<file path="src/verilog/phy_bmc_pkg.sv">
package phy_bmc_pkg;
	// Clock and soft reset timing
	localparam int unsigned CLK_PERIOD_NS = 25;
	localparam int unsigned SOFT_RST_NS = 1000;
	localparam int unsigned SOFT_RST_CYCLES = (SOFT_RST_NS + CLK_PERIOD_NS - 1) / CLK_PERIOD_NS;
	// Bus and data widths
	localparam int unsigned ADDR_W = 12;
	localparam int unsigned MII_W = 4;
	// Register byte offsets
	localparam logic [11:0] BMC_OFFS = 12'h000;
	localparam logic [11:0] STAT_OFFS = 12'h004;
	// Control register field positions
	localparam int unsigned SRST_BIT = 15;
	localparam int unsigned LOOP_BIT = 14;
	localparam int unsigned SPEED_BIT = 13;
	localparam int unsigned ANEN_BIT = 12;
	localparam int unsigned PWDN_BIT = 11;
	localparam int unsigned ISO_BIT = 10;
	localparam int unsigned ANRS_BIT = 9;
	localparam int unsigned DUPLEX_BIT = 8;
	localparam int unsigned COLT_BIT = 7;
	// Control register reset values
	localparam logic LOOP_RST = 1'b0;
	localparam logic SPEED_RST = 1'b1;
	localparam logic ANEN_RST = 1'b1;
	localparam logic PWDN_RST = 1'b0;
	localparam logic ISO_RST = 1'b0;
	localparam logic ANRS_RST = 1'b0;
	localparam logic DUPLEX_RST = 1'b1;
	localparam logic COLT_RST = 1'b0;
	// Status register field positions
	localparam int unsigned ST_SPEED_BIT = 0;
	localparam int unsigned ST_DUPLEX_BIT = 1;
	localparam int unsigned ST_PWDN_BIT = 2;
	localparam int unsigned ST_ISO_BIT = 3;
	localparam int unsigned ST_SRST_BIT = 4;
	localparam int unsigned ST_PIN_PD_BIT = 5;
	// Strap settle wait after hardware reset
	localparam logic [1:0] STRAP_WAIT = 2'h3;
	// Soft reset sequencer
	typedef enum logic [1:0] {
		RS_RUN,
		RS_SOFT_RST,
		RS_RELATCH
	} rst_state_t;
endpackage

</file>
<file path="src/verilog/sync_2ff.sv">
`timescale 1ns/1ps
// Two stage synchroniser for a level from a pin
module sync_2ff #(
	parameter logic RST_VAL = 1'b0
) (
	input wire logic i_ref_clk,
	input wire logic i_rst,
	input wire logic i_async,
	output logic o_sync
);
	logic meta_ff;
	logic sync_ff;

	// First stage feeds only the second stage
	always_ff @(posedge i_ref_clk) begin
		if (i_rst) begin
			meta_ff <= RST_VAL;
			sync_ff <= RST_VAL;
		end else begin
			meta_ff <= i_async;
			sync_ff <= meta_ff;
		end
	end

	assign o_sync = sync_ff;
endmodule // sync_2ff

</file>
<file path="src/verilog/phy_basic_mode_control.sv">
// The APB interface to the registers was chosen for this implementation.
`timescale 1ns/1ps
module phy_basic_mode_control #(
	parameter int unsigned RST_CYCLES = phy_bmc_pkg::SOFT_RST_CYCLES,
	parameter int unsigned MII_W = phy_bmc_pkg::MII_W
) (
	input wire logic i_ref_clk,
	input wire logic i_rst,
	// APB slave
	input wire logic i_psel,
	input wire logic i_penable,
	input wire logic i_pwrite,
	input wire logic [phy_bmc_pkg::ADDR_W-1:0] i_paddr,
	input wire logic [31:0] i_pwdata,
	output logic [31:0] o_prdata,
	output logic o_pready,
	output logic o_pslverr,
	// Pins
	input wire logic i_shared_irq_powerdown_pin_n,
	input wire logic i_strap_duplex,
	// Auto-negotiation engine
	input wire logic i_an_started,
	input wire logic i_an_speed_100,
	input wire logic i_an_full_duplex,
	output logic o_an_restart,
	output logic o_an_enable,
	// Core controls
	output logic o_soft_rst,
	output logic o_power_down,
	output logic o_speed_100,
	output logic o_full_duplex,
	output logic o_col_test,
	// MAC side MII
	input wire logic [MII_W-1:0] i_mii_txd,
	input wire logic i_mii_tx_en,
	output logic [MII_W-1:0] o_mii_rxd,
	output logic o_mii_rx_dv,
	output logic o_mii_rx_oe_n,
	// Line side of the core
	input wire logic [MII_W-1:0] i_line_rxd,
	input wire logic i_line_rx_dv,
	output logic [MII_W-1:0] o_line_txd,
	output logic o_line_tx_en
);
	import phy_bmc_pkg::*;

	// Refuse settings the counter or datapath cannot serve
	generate
		if (RST_CYCLES < 1 || RST_CYCLES > 65535) begin : g_bad_rst
			$error("RST_CYCLES must be between 1 and 65535");
		end
		if (MII_W < 1) begin : g_bad_mii
			$error("MII_W must be at least 1");
		end
	endgenerate

	localparam logic [15:0] RST_LOAD = 16'(RST_CYCLES - 1);

	rst_state_t state_ff;
	rst_state_t nxt_state;
	logic [15:0] rst_cnt_ff;
	logic [1:0] strap_wait_ff;

	logic loop_ff;
	logic speed_ff;
	logic an_en_ff;
	logic pwdn_ff;
	logic iso_ff;
	logic an_rs_ff;
	logic duplex_ff;
	logic col_test_ff;

	logic pready_ff;
	logic [31:0] prdata_ff;
	logic pslverr_ff;
	logic an_restart_ff;
	logic soft_rst_ff;
	logic power_down_ff;
	logic speed_100_ff;
	logic full_duplex_ff;
	logic [MII_W-1:0] mii_rxd_ff;
	logic mii_rx_dv_ff;
	logic mii_rx_oe_n_ff;
	logic [MII_W-1:0] line_txd_ff;
	logic line_tx_en_ff;

	logic pin_sync;
	logic strap_sync;
	logic pin_pd_req;
	logic pd_eff;
	logic busy;
	logic setup;
	logic access;
	logic hit_bmc;
	logic hit_stat;
	logic wr_bmc;
	logic start_srst;
	logic start_anrs;
	logic mii_on;
	logic [15:0] bmc_rd;
	logic [15:0] stat_rd;

	// Both pins cross from outside before any logic looks at them
	sync_2ff #(
		.RST_VAL(1'b1)
	) u_pin_sync (
		.i_ref_clk(i_ref_clk),
		.i_rst(i_rst),
		.i_async(i_shared_irq_powerdown_pin_n),
		.o_sync(pin_sync)
	);

	sync_2ff #(
		.RST_VAL(DUPLEX_RST)
	) u_strap_sync (
		.i_ref_clk(i_ref_clk),
		.i_rst(i_rst),
		.i_async(i_strap_duplex),
		.o_sync(strap_sync)
	);

	// Bus decode; transfers complete on the first access cycle
	assign setup = i_psel & ~i_penable;
	assign access = i_psel & i_penable & pready_ff;
	assign hit_bmc = (i_paddr == BMC_OFFS);
	assign hit_stat = (i_paddr == STAT_OFFS);
	assign busy = (state_ff != RS_RUN);
	// Writes during soft reset are dropped; the register is being rebuilt
	assign wr_bmc = access & i_pwrite & hit_bmc & ~busy;
	assign start_srst = wr_bmc & i_pwdata[SRST_BIT];
	// Restart only counts when negotiation stays enabled by this write
	assign start_anrs = wr_bmc & ~i_pwdata[SRST_BIT] &
		i_pwdata[ANRS_BIT] & i_pwdata[ANEN_BIT];

	// Power-down request from the pin, and the combined control
	assign pin_pd_req = ~pin_sync;
	assign pd_eff = pwdn_ff | pin_pd_req;
	// MII carries traffic only when running, powered and not isolated
	assign mii_on = ~busy & ~pd_eff & ~iso_ff;

	// Readback views
	always_comb begin
		bmc_rd = 16'h0000;
		bmc_rd[SRST_BIT] = busy;
		bmc_rd[LOOP_BIT] = loop_ff;
		bmc_rd[SPEED_BIT] = speed_ff;
		bmc_rd[ANEN_BIT] = an_en_ff;
		bmc_rd[PWDN_BIT] = pwdn_ff;
		bmc_rd[ISO_BIT] = iso_ff;
		bmc_rd[ANRS_BIT] = an_rs_ff;
		bmc_rd[DUPLEX_BIT] = duplex_ff;
		bmc_rd[COLT_BIT] = col_test_ff;
	end

	always_comb begin
		stat_rd = 16'h0000;
		stat_rd[ST_SPEED_BIT] = speed_100_ff;
		stat_rd[ST_DUPLEX_BIT] = full_duplex_ff;
		stat_rd[ST_PWDN_BIT] = pd_eff;
		stat_rd[ST_ISO_BIT] = iso_ff;
		stat_rd[ST_SRST_BIT] = busy;
		stat_rd[ST_PIN_PD_BIT] = pin_pd_req;
	end

	// APB answer is prepared in the setup cycle, so no wait states
	always_ff @(posedge i_ref_clk) begin
		if (i_rst) begin
			pready_ff <= 1'b0;
			prdata_ff <= 32'h0000_0000;
			pslverr_ff <= 1'b0;
		end else if (setup) begin
			pready_ff <= 1'b1;
			pslverr_ff <= ~(hit_bmc | hit_stat);
			if (i_pwrite | ~(hit_bmc | hit_stat)) begin
				prdata_ff <= 32'h0000_0000;
			end else if (hit_bmc) begin
				prdata_ff <= {16'h0000, bmc_rd};
			end else begin
				prdata_ff <= {16'h0000, stat_rd};
			end
		end else begin
			pready_ff <= 1'b0;
			pslverr_ff <= 1'b0;
		end
	end

	// Soft reset sequencer
	always_comb begin
		nxt_state = state_ff;
		case (state_ff)
			RS_RUN: begin
				if (start_srst) begin
					nxt_state = RS_SOFT_RST;
				end
			end
			RS_SOFT_RST: begin
				if (rst_cnt_ff == 16'h0000) begin
					nxt_state = RS_RELATCH;
				end
			end
			RS_RELATCH: begin
				nxt_state = RS_RUN;
			end
			default: begin
				nxt_state = RS_RUN;
			end
		endcase
	end

	always_ff @(posedge i_ref_clk) begin
		if (i_rst) begin
			state_ff <= RS_RUN;
		end else begin
			state_ff <= nxt_state;
		end
	end

	// Reset length counter
	always_ff @(posedge i_ref_clk) begin
		if (i_rst) begin
			rst_cnt_ff <= 16'h0000;
		end else if (start_srst) begin
			rst_cnt_ff <= RST_LOAD;
		end else if (state_ff == RS_SOFT_RST && rst_cnt_ff != 16'h0000) begin
			rst_cnt_ff <= rst_cnt_ff - 16'h0001;
		end
	end

	// Plain control fields; soft reset returns them to defaults
	always_ff @(posedge i_ref_clk) begin
		if (i_rst || start_srst || busy) begin
			loop_ff <= LOOP_RST;
			speed_ff <= SPEED_RST;
			an_en_ff <= ANEN_RST;
			iso_ff <= ISO_RST;
			col_test_ff <= COLT_RST;
		end else if (wr_bmc) begin
			loop_ff <= i_pwdata[LOOP_BIT];
			speed_ff <= i_pwdata[SPEED_BIT];
			an_en_ff <= i_pwdata[ANEN_BIT];
			iso_ff <= i_pwdata[ISO_BIT];
			col_test_ff <= i_pwdata[COLT_BIT];
		end
	end

	// Power-down bit; a low pin sets it and beats a clearing write
	always_ff @(posedge i_ref_clk) begin
		if (i_rst) begin
			pwdn_ff <= PWDN_RST;
		end else if (pin_pd_req) begin
			pwdn_ff <= 1'b1;
		end else if (start_srst || busy) begin
			pwdn_ff <= PWDN_RST;
		end else if (wr_bmc) begin
			pwdn_ff <= i_pwdata[PWDN_BIT];
		end
	end

	// Duplex: taken from the strap after either kind of reset
	always_ff @(posedge i_ref_clk) begin
		if (i_rst) begin
			duplex_ff <= DUPLEX_RST;
			strap_wait_ff <= STRAP_WAIT;
		end else if (strap_wait_ff != 2'h0) begin
			strap_wait_ff <= strap_wait_ff - 2'h1;
			// Synchroniser holds a real sample only after two edges
			if (strap_wait_ff == 2'h1) begin
				duplex_ff <= strap_sync;
			end
		end else if (state_ff == RS_RELATCH) begin
			duplex_ff <= strap_sync;
		end else if (wr_bmc) begin
			duplex_ff <= i_pwdata[DUPLEX_BIT];
		end
	end

	// Restart flag stays up until the engine reports a start
	always_ff @(posedge i_ref_clk) begin
		if (i_rst || start_srst || busy) begin
			an_rs_ff <= ANRS_RST;
		end else if (start_anrs) begin
			an_rs_ff <= 1'b1;
		end else if (i_an_started) begin
			an_rs_ff <= 1'b0;
		end
	end

	// One cycle restart request towards the engine
	always_ff @(posedge i_ref_clk) begin
		if (i_rst) begin
			an_restart_ff <= 1'b0;
		end else begin
			an_restart_ff <= start_anrs;
		end
	end

	// Core controls
	always_ff @(posedge i_ref_clk) begin
		if (i_rst) begin
			soft_rst_ff <= 1'b0;
			power_down_ff <= 1'b0;
		end else begin
			soft_rst_ff <= start_srst | (busy & (nxt_state != RS_RUN));
			power_down_ff <= pd_eff;
		end
	end

	// Resolved speed and duplex
	always_ff @(posedge i_ref_clk) begin
		if (i_rst) begin
			speed_100_ff <= SPEED_RST;
			full_duplex_ff <= DUPLEX_RST;
		end else if (an_en_ff) begin
			speed_100_ff <= i_an_speed_100;
			full_duplex_ff <= i_an_full_duplex;
		end else begin
			speed_100_ff <= speed_ff;
			full_duplex_ff <= duplex_ff;
		end
	end

	// Transmit towards the line; loopback keeps frames off the wire
	always_ff @(posedge i_ref_clk) begin
		if (i_rst) begin
			line_txd_ff <= '0;
			line_tx_en_ff <= 1'b0;
		end else if (mii_on && !loop_ff) begin
			line_txd_ff <= i_mii_txd;
			line_tx_en_ff <= i_mii_tx_en;
		end else begin
			line_txd_ff <= '0;
			line_tx_en_ff <= 1'b0;
		end
	end

	// Receive towards the MAC
	always_ff @(posedge i_ref_clk) begin
		if (i_rst) begin
			mii_rxd_ff <= '0;
			mii_rx_dv_ff <= 1'b0;
		end else if (!mii_on) begin
			mii_rxd_ff <= '0;
			mii_rx_dv_ff <= 1'b0;
		end else if (loop_ff) begin
			mii_rxd_ff <= i_mii_txd;
			mii_rx_dv_ff <= i_mii_tx_en;
		end else begin
			mii_rxd_ff <= i_line_rxd;
			mii_rx_dv_ff <= i_line_rx_dv;
		end
	end

	// Receive drivers released while isolated
	always_ff @(posedge i_ref_clk) begin
		if (i_rst) begin
			mii_rx_oe_n_ff <= 1'b0;
		end else begin
			mii_rx_oe_n_ff <= iso_ff;
		end
	end

	// Outputs straight from flops
	assign o_prdata = prdata_ff;
	assign o_pready = pready_ff;
	assign o_pslverr = pslverr_ff;
	assign o_an_restart = an_restart_ff;
	assign o_an_enable = an_en_ff;
	assign o_soft_rst = soft_rst_ff;
	assign o_power_down = power_down_ff;
	assign o_speed_100 = speed_100_ff;
	assign o_full_duplex = full_duplex_ff;
	assign o_col_test = col_test_ff;
	assign o_mii_rxd = mii_rxd_ff;
	assign o_mii_rx_dv = mii_rx_dv_ff;
	assign o_mii_rx_oe_n = mii_rx_oe_n_ff;
	assign o_line_txd = line_txd_ff;
	assign o_line_tx_en = line_tx_en_ff;
endmodule // phy_basic_mode_control

</file>
<file path="config.mk">
export PLATFORM = sky130hd
export DESIGN_NAME = phy_basic_mode_control
export DESIGN_NICKNAME = d
export VERILOG_FILES = /design/src/verilog/phy_bmc_pkg.sv /design/src/verilog/sync_2ff.sv /design/src/verilog/phy_basic_mode_control.sv
export SDC_FILE = /design/constraint.sdc
export NUM_CORES = 1
export LEC_CHECK = 0
export BUFFER_PORTS_ARGS = -buffer_cell sky130_fd_sc_hd__buf_2
export CAP_MARGIN = 15
export CELL_PAD_IN_SITES_DETAIL_PLACEMENT = 1
export CELL_PAD_IN_SITES_GLOBAL_PLACEMENT = 2
export CORE_AREA = 2 2 104 106
export DETAILED_ROUTE_END_ITERATION = 6
export DIE_AREA = 0 0 106 108
export PLACE_DENSITY_LB_ADDON = 0.1
export SETUP_SLACK_MARGIN = 0.05
export SLEW_MARGIN = 20
export SYNTH_ARGS = -nofsm -noshare
export SYNTH_HDL_FRONTEND = slang
export SYNTH_SLANG_ARGS = --single-unit
</file>
<file path="constraint.sdc">
create_clock -name i_ref_clk -period 2.35 [get_ports i_ref_clk]
set_input_delay 0.235 -clock i_ref_clk [delete_from_list [all_inputs] [get_ports i_ref_clk]]
set_output_delay 0.235 -clock i_ref_clk [all_outputs]
set_load 0.005 [all_outputs]
</file>
# Word level (Yosys, flattened, before mapping)
# Cells that the tools add are included.
# totals
regBits	82
inputBits	64
output_inout_bits	52
# classes
add_sub_neg	2
eq_ne	6
muxes	21
bitwise_logic	27
reduce_logical	21
# ops
operator	count
$mux W16	2
$logic_not A16 Y1	1
$reduce_bool A16 Y1	1
$sub A16 B1 Y16 const B	1
$and A1 B1 Y1	13
$mux W1	13
$eq A12 B3 Y1 const B	1
$logic_not A12 Y1	1
$mux W6	2
$not A1 Y1	10
$reduce_bool A2 Y1	5
$reduce_or A2 Y1	4
$eq A2 B1 Y1 const B	2
$mux W2	2
$mux W4	1
$or A1 B1 Y1	4
$pmux W2 S2	1
$logic_or A1 B1 Y1	3
$ne A3 B3 Y1 const B	1
$reduce_bool A3 Y1	1
$eq A2 B2 Y1 const B	1
$logic_and A1 B1 Y1	2
$logic_not A2 Y1	1
$ne A2 B1 Y1 const B	1
3 further kinds	3

# Longest topological paths before layout
# Gate-level depths: netlist of run 1.
# logic_depth
word_depth	11
depth_mapped	7
mapped_depth_nobuf	6

# By module
# From an unflattened synthesis of run 1, not the netlist that was laid out.
# hier_totals
hier_cells	298
area_unflattened_um2	2871.5
# modules_own_cells
module	instances	cells_per_inst	area_each_um2	seq_area_each_um2
phy_basic_mode_control	1	290	2766.4	1221.2
sync_2ff	2	4	52.6	40.0

# Worst setup path before layout of run 1
# Ideal clock, no wire load.
# synth_timing
kind	flip-flop to flip-flop
from	register rst_cnt_ff[2]
to	register rst_cnt_ff[13]
setup_time_ns	0.070
arrival_ns	1.923
path_slack_ns	0.356
stages_incl_launch_ff	5
n_path_buf	0
synth_period_minus_slack_ns	1.994
cell_sequence	dfxtp_1 or4_4 or4_4 or4_1 a21oi_1
# synth_via
elab_chain_cells	2
elab_cells_between_ends	3
cone_classes	1 x add/sub; 2 x reduce/logical
# synth_rtl
element	line	rtl
start, declared	phy_basic_mode_control.sv:61	logic [15:0] rst_cnt_ff;
start signal, assigned	phy_basic_mode_control.sv:225	rst_cnt_ff <= rst_cnt_ff - 16'h0001;
branches (longest 2 deep; another with $sub A16 B1 Y16)	n/a	
# Parallel ways; which one is timed is not known.
# A chain may end at the register's enable or synchronous reset.

# Final worst setup path of run 1
# layout_timing
from	register rst_cnt_ff[2]
to	register rst_cnt_ff[15]
# The elaborated chain is that of the path after synthesis.

==> impl_metrics.csv, run 1 <==
group,metric,value,unit
die,die_h,108,um
drt,vias_per_cell,4.63,
die,fp.dieW,106,um
clock_network,insertion_delay,350,ps
grt,track_usage,14.4,%
layout,nets,446,
synthesis,synth_area,2740,um2
worst_hold_path,whs_endpoint,"u_pin_sync.meta_ff$_SDFF_PP1_",
layout,drive_gt1_share,32.1,%
job,maxCapViolations,0,
clock_network,cts_setup_buffers,0,
sta,tightest_slew,715,ps
synthesis,synth.avg_cell_area,9.26,um2
sta,hold_viol_final,0,
critical_path,cp.arrival,2410,ps
synthesis,ys_ff_latch,65,
power_and_ir_drop,combPwrFrac,6.7,%
power_and_ir_drop,max-vdd-ir-drop,0.243,mV
place,hpwl,5720,um
drt,drc_errors,0,
layout,instances_no_fill,519,
critical_path,critPathMaxStageDelay,590,ps
layout,area_delta_synth_final,27.2,%
critical_path,cp_max_fo,7,
sta,holdWs,67.1,ps
power_and_ir_drop,swShare,23.8,%
clock_network,htreeDepth,3,
power_and_ir_drop,power.density,690,nW/um2
layout,final_common_cell,"buf_2",
power_and_ir_drop,power.share.clock,46.0,%
critical_path,start_kind,"flip-flop",
critical_path,worstSetupEndpointType,"flip-flop",
sta,period_needed,2130,ps
worst_hold_path,hold_start,"i_shared_irq_powerdown_pin_n",
clock_network,cts.root.buffer_cell,"clkbuf_8",
clock_network,numClockSinks,65,
sta,max_freq,0.469,GHz
critical_path,setup.worst_path.class,"reg -> reg",
clock_network,cts_resized,0,
grt,grt-ovfl-total,0,
critical_path,reg2reg_slack,220,ps
power_and_ir_drop,power_leakage,1.52,nW
sta,rsz0062_at_grt,"false",
die,rows,37,
drt,ant_nets,0,
sta,setup_viol,0,
power_and_ir_drop,switchingPower,573,uW
layout,fin_util,34.1,%
worst_hold_path,hold_path_class,"in -> reg",
critical_path,startpoint,"rst_cnt_ff[2]$_SDFFE_PP0P_",
critical_path,crit_path_top_delay_cell,"or4_4",
critical_path,reg2regPathDepth,4,
clock_network,clock_path_buffers,2,
place,gp_congestion,0.694,
sta,clock_skew,8.17,ps
synthesis,ys_seq_area_share,47.5,%
power_and_ir_drop,pwr-share-seq,47.3,%
grt,grt_pass1_wl,12700,um
critical_path,cpMostUsedCell,"or4_4",
grt,grt_pass1_vias,2449,
layout,num_antenna_cells,0,
synthesis,synth-edff-count,0,
drt,via_count,2403,
critical_path,r2r-start,"rst_cnt_ff[2]$_SDFFE_PP0P_",
drt,wirelength,7710,um
place,port_buffers,75,
die,floorplan.initialDensity,26.8,%
die,ios,116,
synthesis,ys.flop_type,"dfxtp_1",
die,fp.coreArea,10200,um2
critical_path,required,2630,ps
clock_network,cts_tree,"yes",
synthesis,synth_cell_types,47,
layout,layout_common_cells,"buf_2, dfxtp_1, o21ai_0, a21oi_1, conb_1",
clock_network,ctsHoldBuffers,0,
drt,avgRoutedWirePerCell,14.8,um
clock_network,numCtsBuffers,9,
critical_path,crit_chain,"or4_4 > or4_4 > or4_1 > a21oi_1",
grt,antenna_found_initial,0,
drt,dr.pass1.iters,4,
critical_path,crit_buf_inv,0,
synthesis,netlist_instances,296,
drt,dr.first_iter.drc_count,61,
synthesis,ys_async_sr_fraction,0,%
sta,tns,0,ps
sta,fin_crit_sh,90.7,%
grt,grt_max_degree,21,
sta,slew_headroom,52.3,%
die,fp.dieArea,11400,um2
place,dp_cells,503,
synthesis,yosys_warnings,0,
run_status,status,"finished clean",
clock_network,clkTransAtPathRegs,80,ps
critical_path,path_delay_family,"simple AND/OR/NAND/NOR gates",
critical_path,r2r-end,"rst_cnt_ff[15]$_SDFFE_PP0P_",
worst_hold_path,min_path_cells,2,
power_and_ir_drop,cell_internal_pwr,1.83,mW
sta,maxSlewViolCount,0,
## state kept, by name, summed over array words and instances (netlist names), 2 cells and up
register,flops
o_line_txd,4
rst_cnt_ff,16
state_ff,2
o_mii_rxd,4
o_prdata,15
strap_wait_ff,2
## cell usage after synthesis, drive strengths merged, types with 2 or more instances
cell    instances  area (um2)
a21oi          20         100
nor2           15        56.3
clkbuf         11        41.3
and2            6        37.5
inv            11        41.3
nor3            7        35.0
o41ai           2        17.5
or4            11        96.3
nand2          14        52.6
or4b            3        30.0
nand4b          3        26.3
dfxtp          65        1300
mux2i           7        70.1
nor4            7        43.8
ha              4        50.1
o31ai           4        30.0
o21ai          20         100
or3             8        52.6
and3            4        25.0
nand2b          4        25.0
buf            18         133
a22o           10        87.6
nor2b           3        18.8
or2             9        56.3
nor3b           2        15.0
nand3           8        40.0
or3b            2        17.5
a31oi           4        25.0
## power by group through the flow
stage | sequential, mW | combinational [mW] | clock [mW]
detailed placement | 1.16 | 0.164 | 0
global route | 1.14 | 0.184 | 1.20
floorplan | 1.16 | 0.101 | 0
global placement | 1.16 | 0.162 | 0
finish | 1.14 | 0.160 | 1.11
CTS | 1.14 | 0.165 | 1.14
## metrics by stage
step	power, mW	cell area (um2)	worst slack [ps]
2_1_floorplan	1.27	2800	356
3_3_place_gp	1.33	3250	247
3_5_place_dp	1.33	3250	228
4_1_cts	2.44	3480	186
5_1_grt	2.52	3490	95.8
6_report	2.40	3490	217
## final cells by class
class	instances	area (um2)
fill	1227	6750
sequential	65	1300
multi-input combinational	207	1290
timing repair buffer	84	455
tap	136	170
clock buffer	10	138
clock inverter	6	90.1
inverter	11	41.3
## routing by layer
layer	global-route usage, %	vias up	routed length, um
met2	23.3	75	3550
met1	17.9	1121	3590
li1	-	1199	-
met4	5.08	0	84
met5	0	-	0
met3	5.00	8	483
## cells by family after synthesis
kind of cell,after synthesis,share of synthesized area [%]
adder cells (fa/ha/maj),4,1.83
other,1,0.137
XOR/XNOR,1,0.320
buffers and inverters,40,7.85
flip-flops,65,47.5
multiplexers,8,2.97
AND/OR/NAND/NOR,109,23.7
AO/OA/AOI/OAI,68,15.7
## how the worst max path moves through the flow
stage / end / slack (ps) / depth (start not counted)
2_1_floorplan: rst_cnt_ff[13]$_SDFFE_PP0P_ / 360 / 4
3_3_place_gp: rst_cnt_ff[15]$_SDFFE_PP0P_ / 250 / 4
3_5_place_dp: rst_cnt_ff[13]$_SDFFE_PP0P_ / 230 / 4
4_1_cts: rst_cnt_ff[1]$_SDFFE_PP0P_ / 190 / 7
5_1_grt: rst_cnt_ff[1]$_SDFFE_PP0P_ / 100 / 7
6_report: rst_cnt_ff[15]$_SDFFE_PP0P_ / 220 / 4
Power figures use the tool's default switching activity.
==> run 2: changes to the inputs <==
CORE_AREA = 4 4 106 108   (was 2 2 104 106)
CTS_CLUSTER_SIZE = 20   (was default)
DIE_AREA = 0 0 110 112   (was 0 0 106 108)
==> run 2 against run 1 <==
Net effect: clock-buffer cell count is the same; combinational power is essentially flat; final area shrank 0.75%; critical path depth is the same; setup slack gained 20 ps; first-iteration DRC count grew 48%; sequential power is essentially flat; utilization shrank 0.26 points; clock power shrank 5%; die area grew 7.6%; non-clock buffer count is the same; total power shrank 1.7%; largest cell class unchanged.
==> impl_metrics.csv, run 2 (synthesis gave the netlist of run 1 again) <==
group,metric,value,unit
run_status,status,"finished clean",
critical_path,crit_chain,"or4_4 > or4_4 > or4_1 > a21oi_1",
die,fp.dieArea,12300,um2
power_and_ir_drop,max-vdd-ir-drop,0.249,mV
drt,drc_errors,0,
grt,grt_pass1_vias,2514,
clock_network,cts_setup_buffers,0,
clock_network,insertion_delay,340,ps
sta,holdWs,71.0,ps
layout,instances_no_fill,519,
sta,hold_viol_final,0,
layout,layout_common_cells,"buf_2, dfxtp_1, o21ai_0, a21oi_1, conb_1",
sta,max_freq,0.473,GHz
power_and_ir_drop,switchingPower,560,uW
die,fp.dieW,110,um
clock_network,numClockSinks,65,
grt,track_usage,13.2,%
power_and_ir_drop,combPwrFrac,6.8,%
layout,fin_area,3460,um2
power_and_ir_drop,swShare,23.7,%
die,fp.coreArea,10200,um2
sta,clock_skew,9.56,ps
place,placed_area,3240,um2
clock_network,cts.root.buffer_cell,"clkbuf_8",
layout,area_delta_synth_final,26.3,%
sta,period_needed,2110,ps
sta,slew_headroom,55.3,%
sta,fin_crit_sh,89.9,%
power_and_ir_drop,power_leakage,1.50,nW
power_and_ir_drop,power.share.clock,45.0,%
critical_path,critPathMaxStageDelay,580,ps
drt,via_count,2409,
grt,grt_pass1_wl,12800,um
grt,grt_max_degree,21,
critical_path,path_delay_family,"simple AND/OR/NAND/NOR gates",
layout,largest_reg_flops,16,
critical_path,worstSetupEndpointType,"flip-flop",
sta,setup_viol,0,
place,port_buffers,75,
die,floorplan.initialDensity,26.8,%
place,hpwl,5860,um
clock_network,cts_resized,0,
critical_path,cpMostUsedCell,"or4_4",
drt,dr.pass1.iters,4,
clock_network,clkTransAtPathRegs,80,ps
layout,num_antenna_cells,0,
critical_path,start_kind,"flip-flop",
critical_path,required,2620,ps
clock_network,clock_path_buffers,2,
power_and_ir_drop,pwr-share-seq,48.1,%
job,maxCapViolations,0,
critical_path,crit_path_top_delay_cell,"or4_4",
grt,antenna_found_initial,0,
clock_network,ctsHoldBuffers,0,
place,gp_congestion,0.700,
drt,wirelength,7860,um
critical_path,cp_max_fo,7,
clock_network,numCtsBuffers,9,
clock_network,cts_tree,"yes",
critical_path,setup.worst_path.class,"reg -> reg",
sta,tightest_slew,671,ps
sta,rsz0062_at_grt,"false",
sta,layout_setup_ws,238,ps
layout,drive_gt1_share,31.6,%
power_and_ir_drop,power.density,683,nW/um2
drt,vias_per_cell,4.64,
drt,ant_nets,0,
place,dp_cells,503,
grt,grt-ovfl-total,0,
die,die_h,112,um
drt,dr.first_iter.drc_count,90,
layout,fillers,1214,
power_and_ir_drop,cell_internal_pwr,1.80,mW
die,rows,37,
critical_path,cp.arrival,2390,ps
place,dp_slack,235,ps
worst_hold_path,hold_path_class,"in -> reg",
critical_path,crit_buf_inv,0,
layout,final_common_cell,"buf_2",
sta,tns,0,ps
layout,nets,446,
clock_network,htreeDepth,3,
drt,avgRoutedWirePerCell,15.1,um
sta,maxSlewViolCount,0,
die,ios,116,
layout,top_register,"rst_cnt_ff",
[run 2: power groups by stage]
stage	clock, mW	sequential, mW	combinational (mW)
floorplan	0	1.16	0.101
global placement	0	1.16	0.160
detailed placement	0	1.16	0.165
CTS	1.11	1.14	0.166
global route	1.14	1.14	0.187
finish	1.06	1.14	0.161
[run 2: path summary, 6_finish.rpt]
check | from | endpoint | slack (ps) | cells past startpoint
setup / recovery | rst_cnt_ff[2]$_SDFFE_PP0P_ | rst_cnt_ff[15]$_SDFFE_PP0P_ | 240 | 4
hold / removal | i_shared_irq_powerdown_pin_n | u_pin_sync.meta_ff$_SDFF_PP1_ | 70 | 2
setup reg to reg | rst_cnt_ff[2]$_SDFFE_PP0P_ | rst_cnt_ff[15]$_SDFFE_PP0P_ | 240 | 4
hold reg to reg | u_strap_sync.meta_ff$_SDFF_PP1_ | u_strap_sync.o_sync$_SDFF_PP1_ | 410 | 1
[run 2: final cells by class]
type / instances / area [um2] / area share (%)
sequential: 65 / 1300 / 37.6
multi-input combinational: 207 / 1280 / 37.1
timing repair buffer: 84 / 443 / 12.8
tap: 136 / 170 / 4.92
clock buffer: 10 / 128 / 3.69
clock inverter: 6 / 92.6 / 2.68
inverter: 11 / 41.3 / 1.19
[run 2: through the flow]
stage	util (%)	power, mW
after CTS	33.8	2.41
after detailed placement	31.7	1.33
after global placement	31.7	1.32
after global routing	33.8	2.47
final	33.8	2.36
after floorplan	-	1.27
[run 2: per-layer routing]
metal / wire length, um / share of wire (%) / global-route usage [%] / up-vias
met5: 0 / 0 / 0 / -
met4: 93 / 1.2 / 4.99 / 0
met3: 396 / 5.0 / 2.90 / 7
met2: 3640 / 46 / 21.1 / 62
met1: 3730 / 47 / 17.3 / 1139
li1: - / - / - / 1201
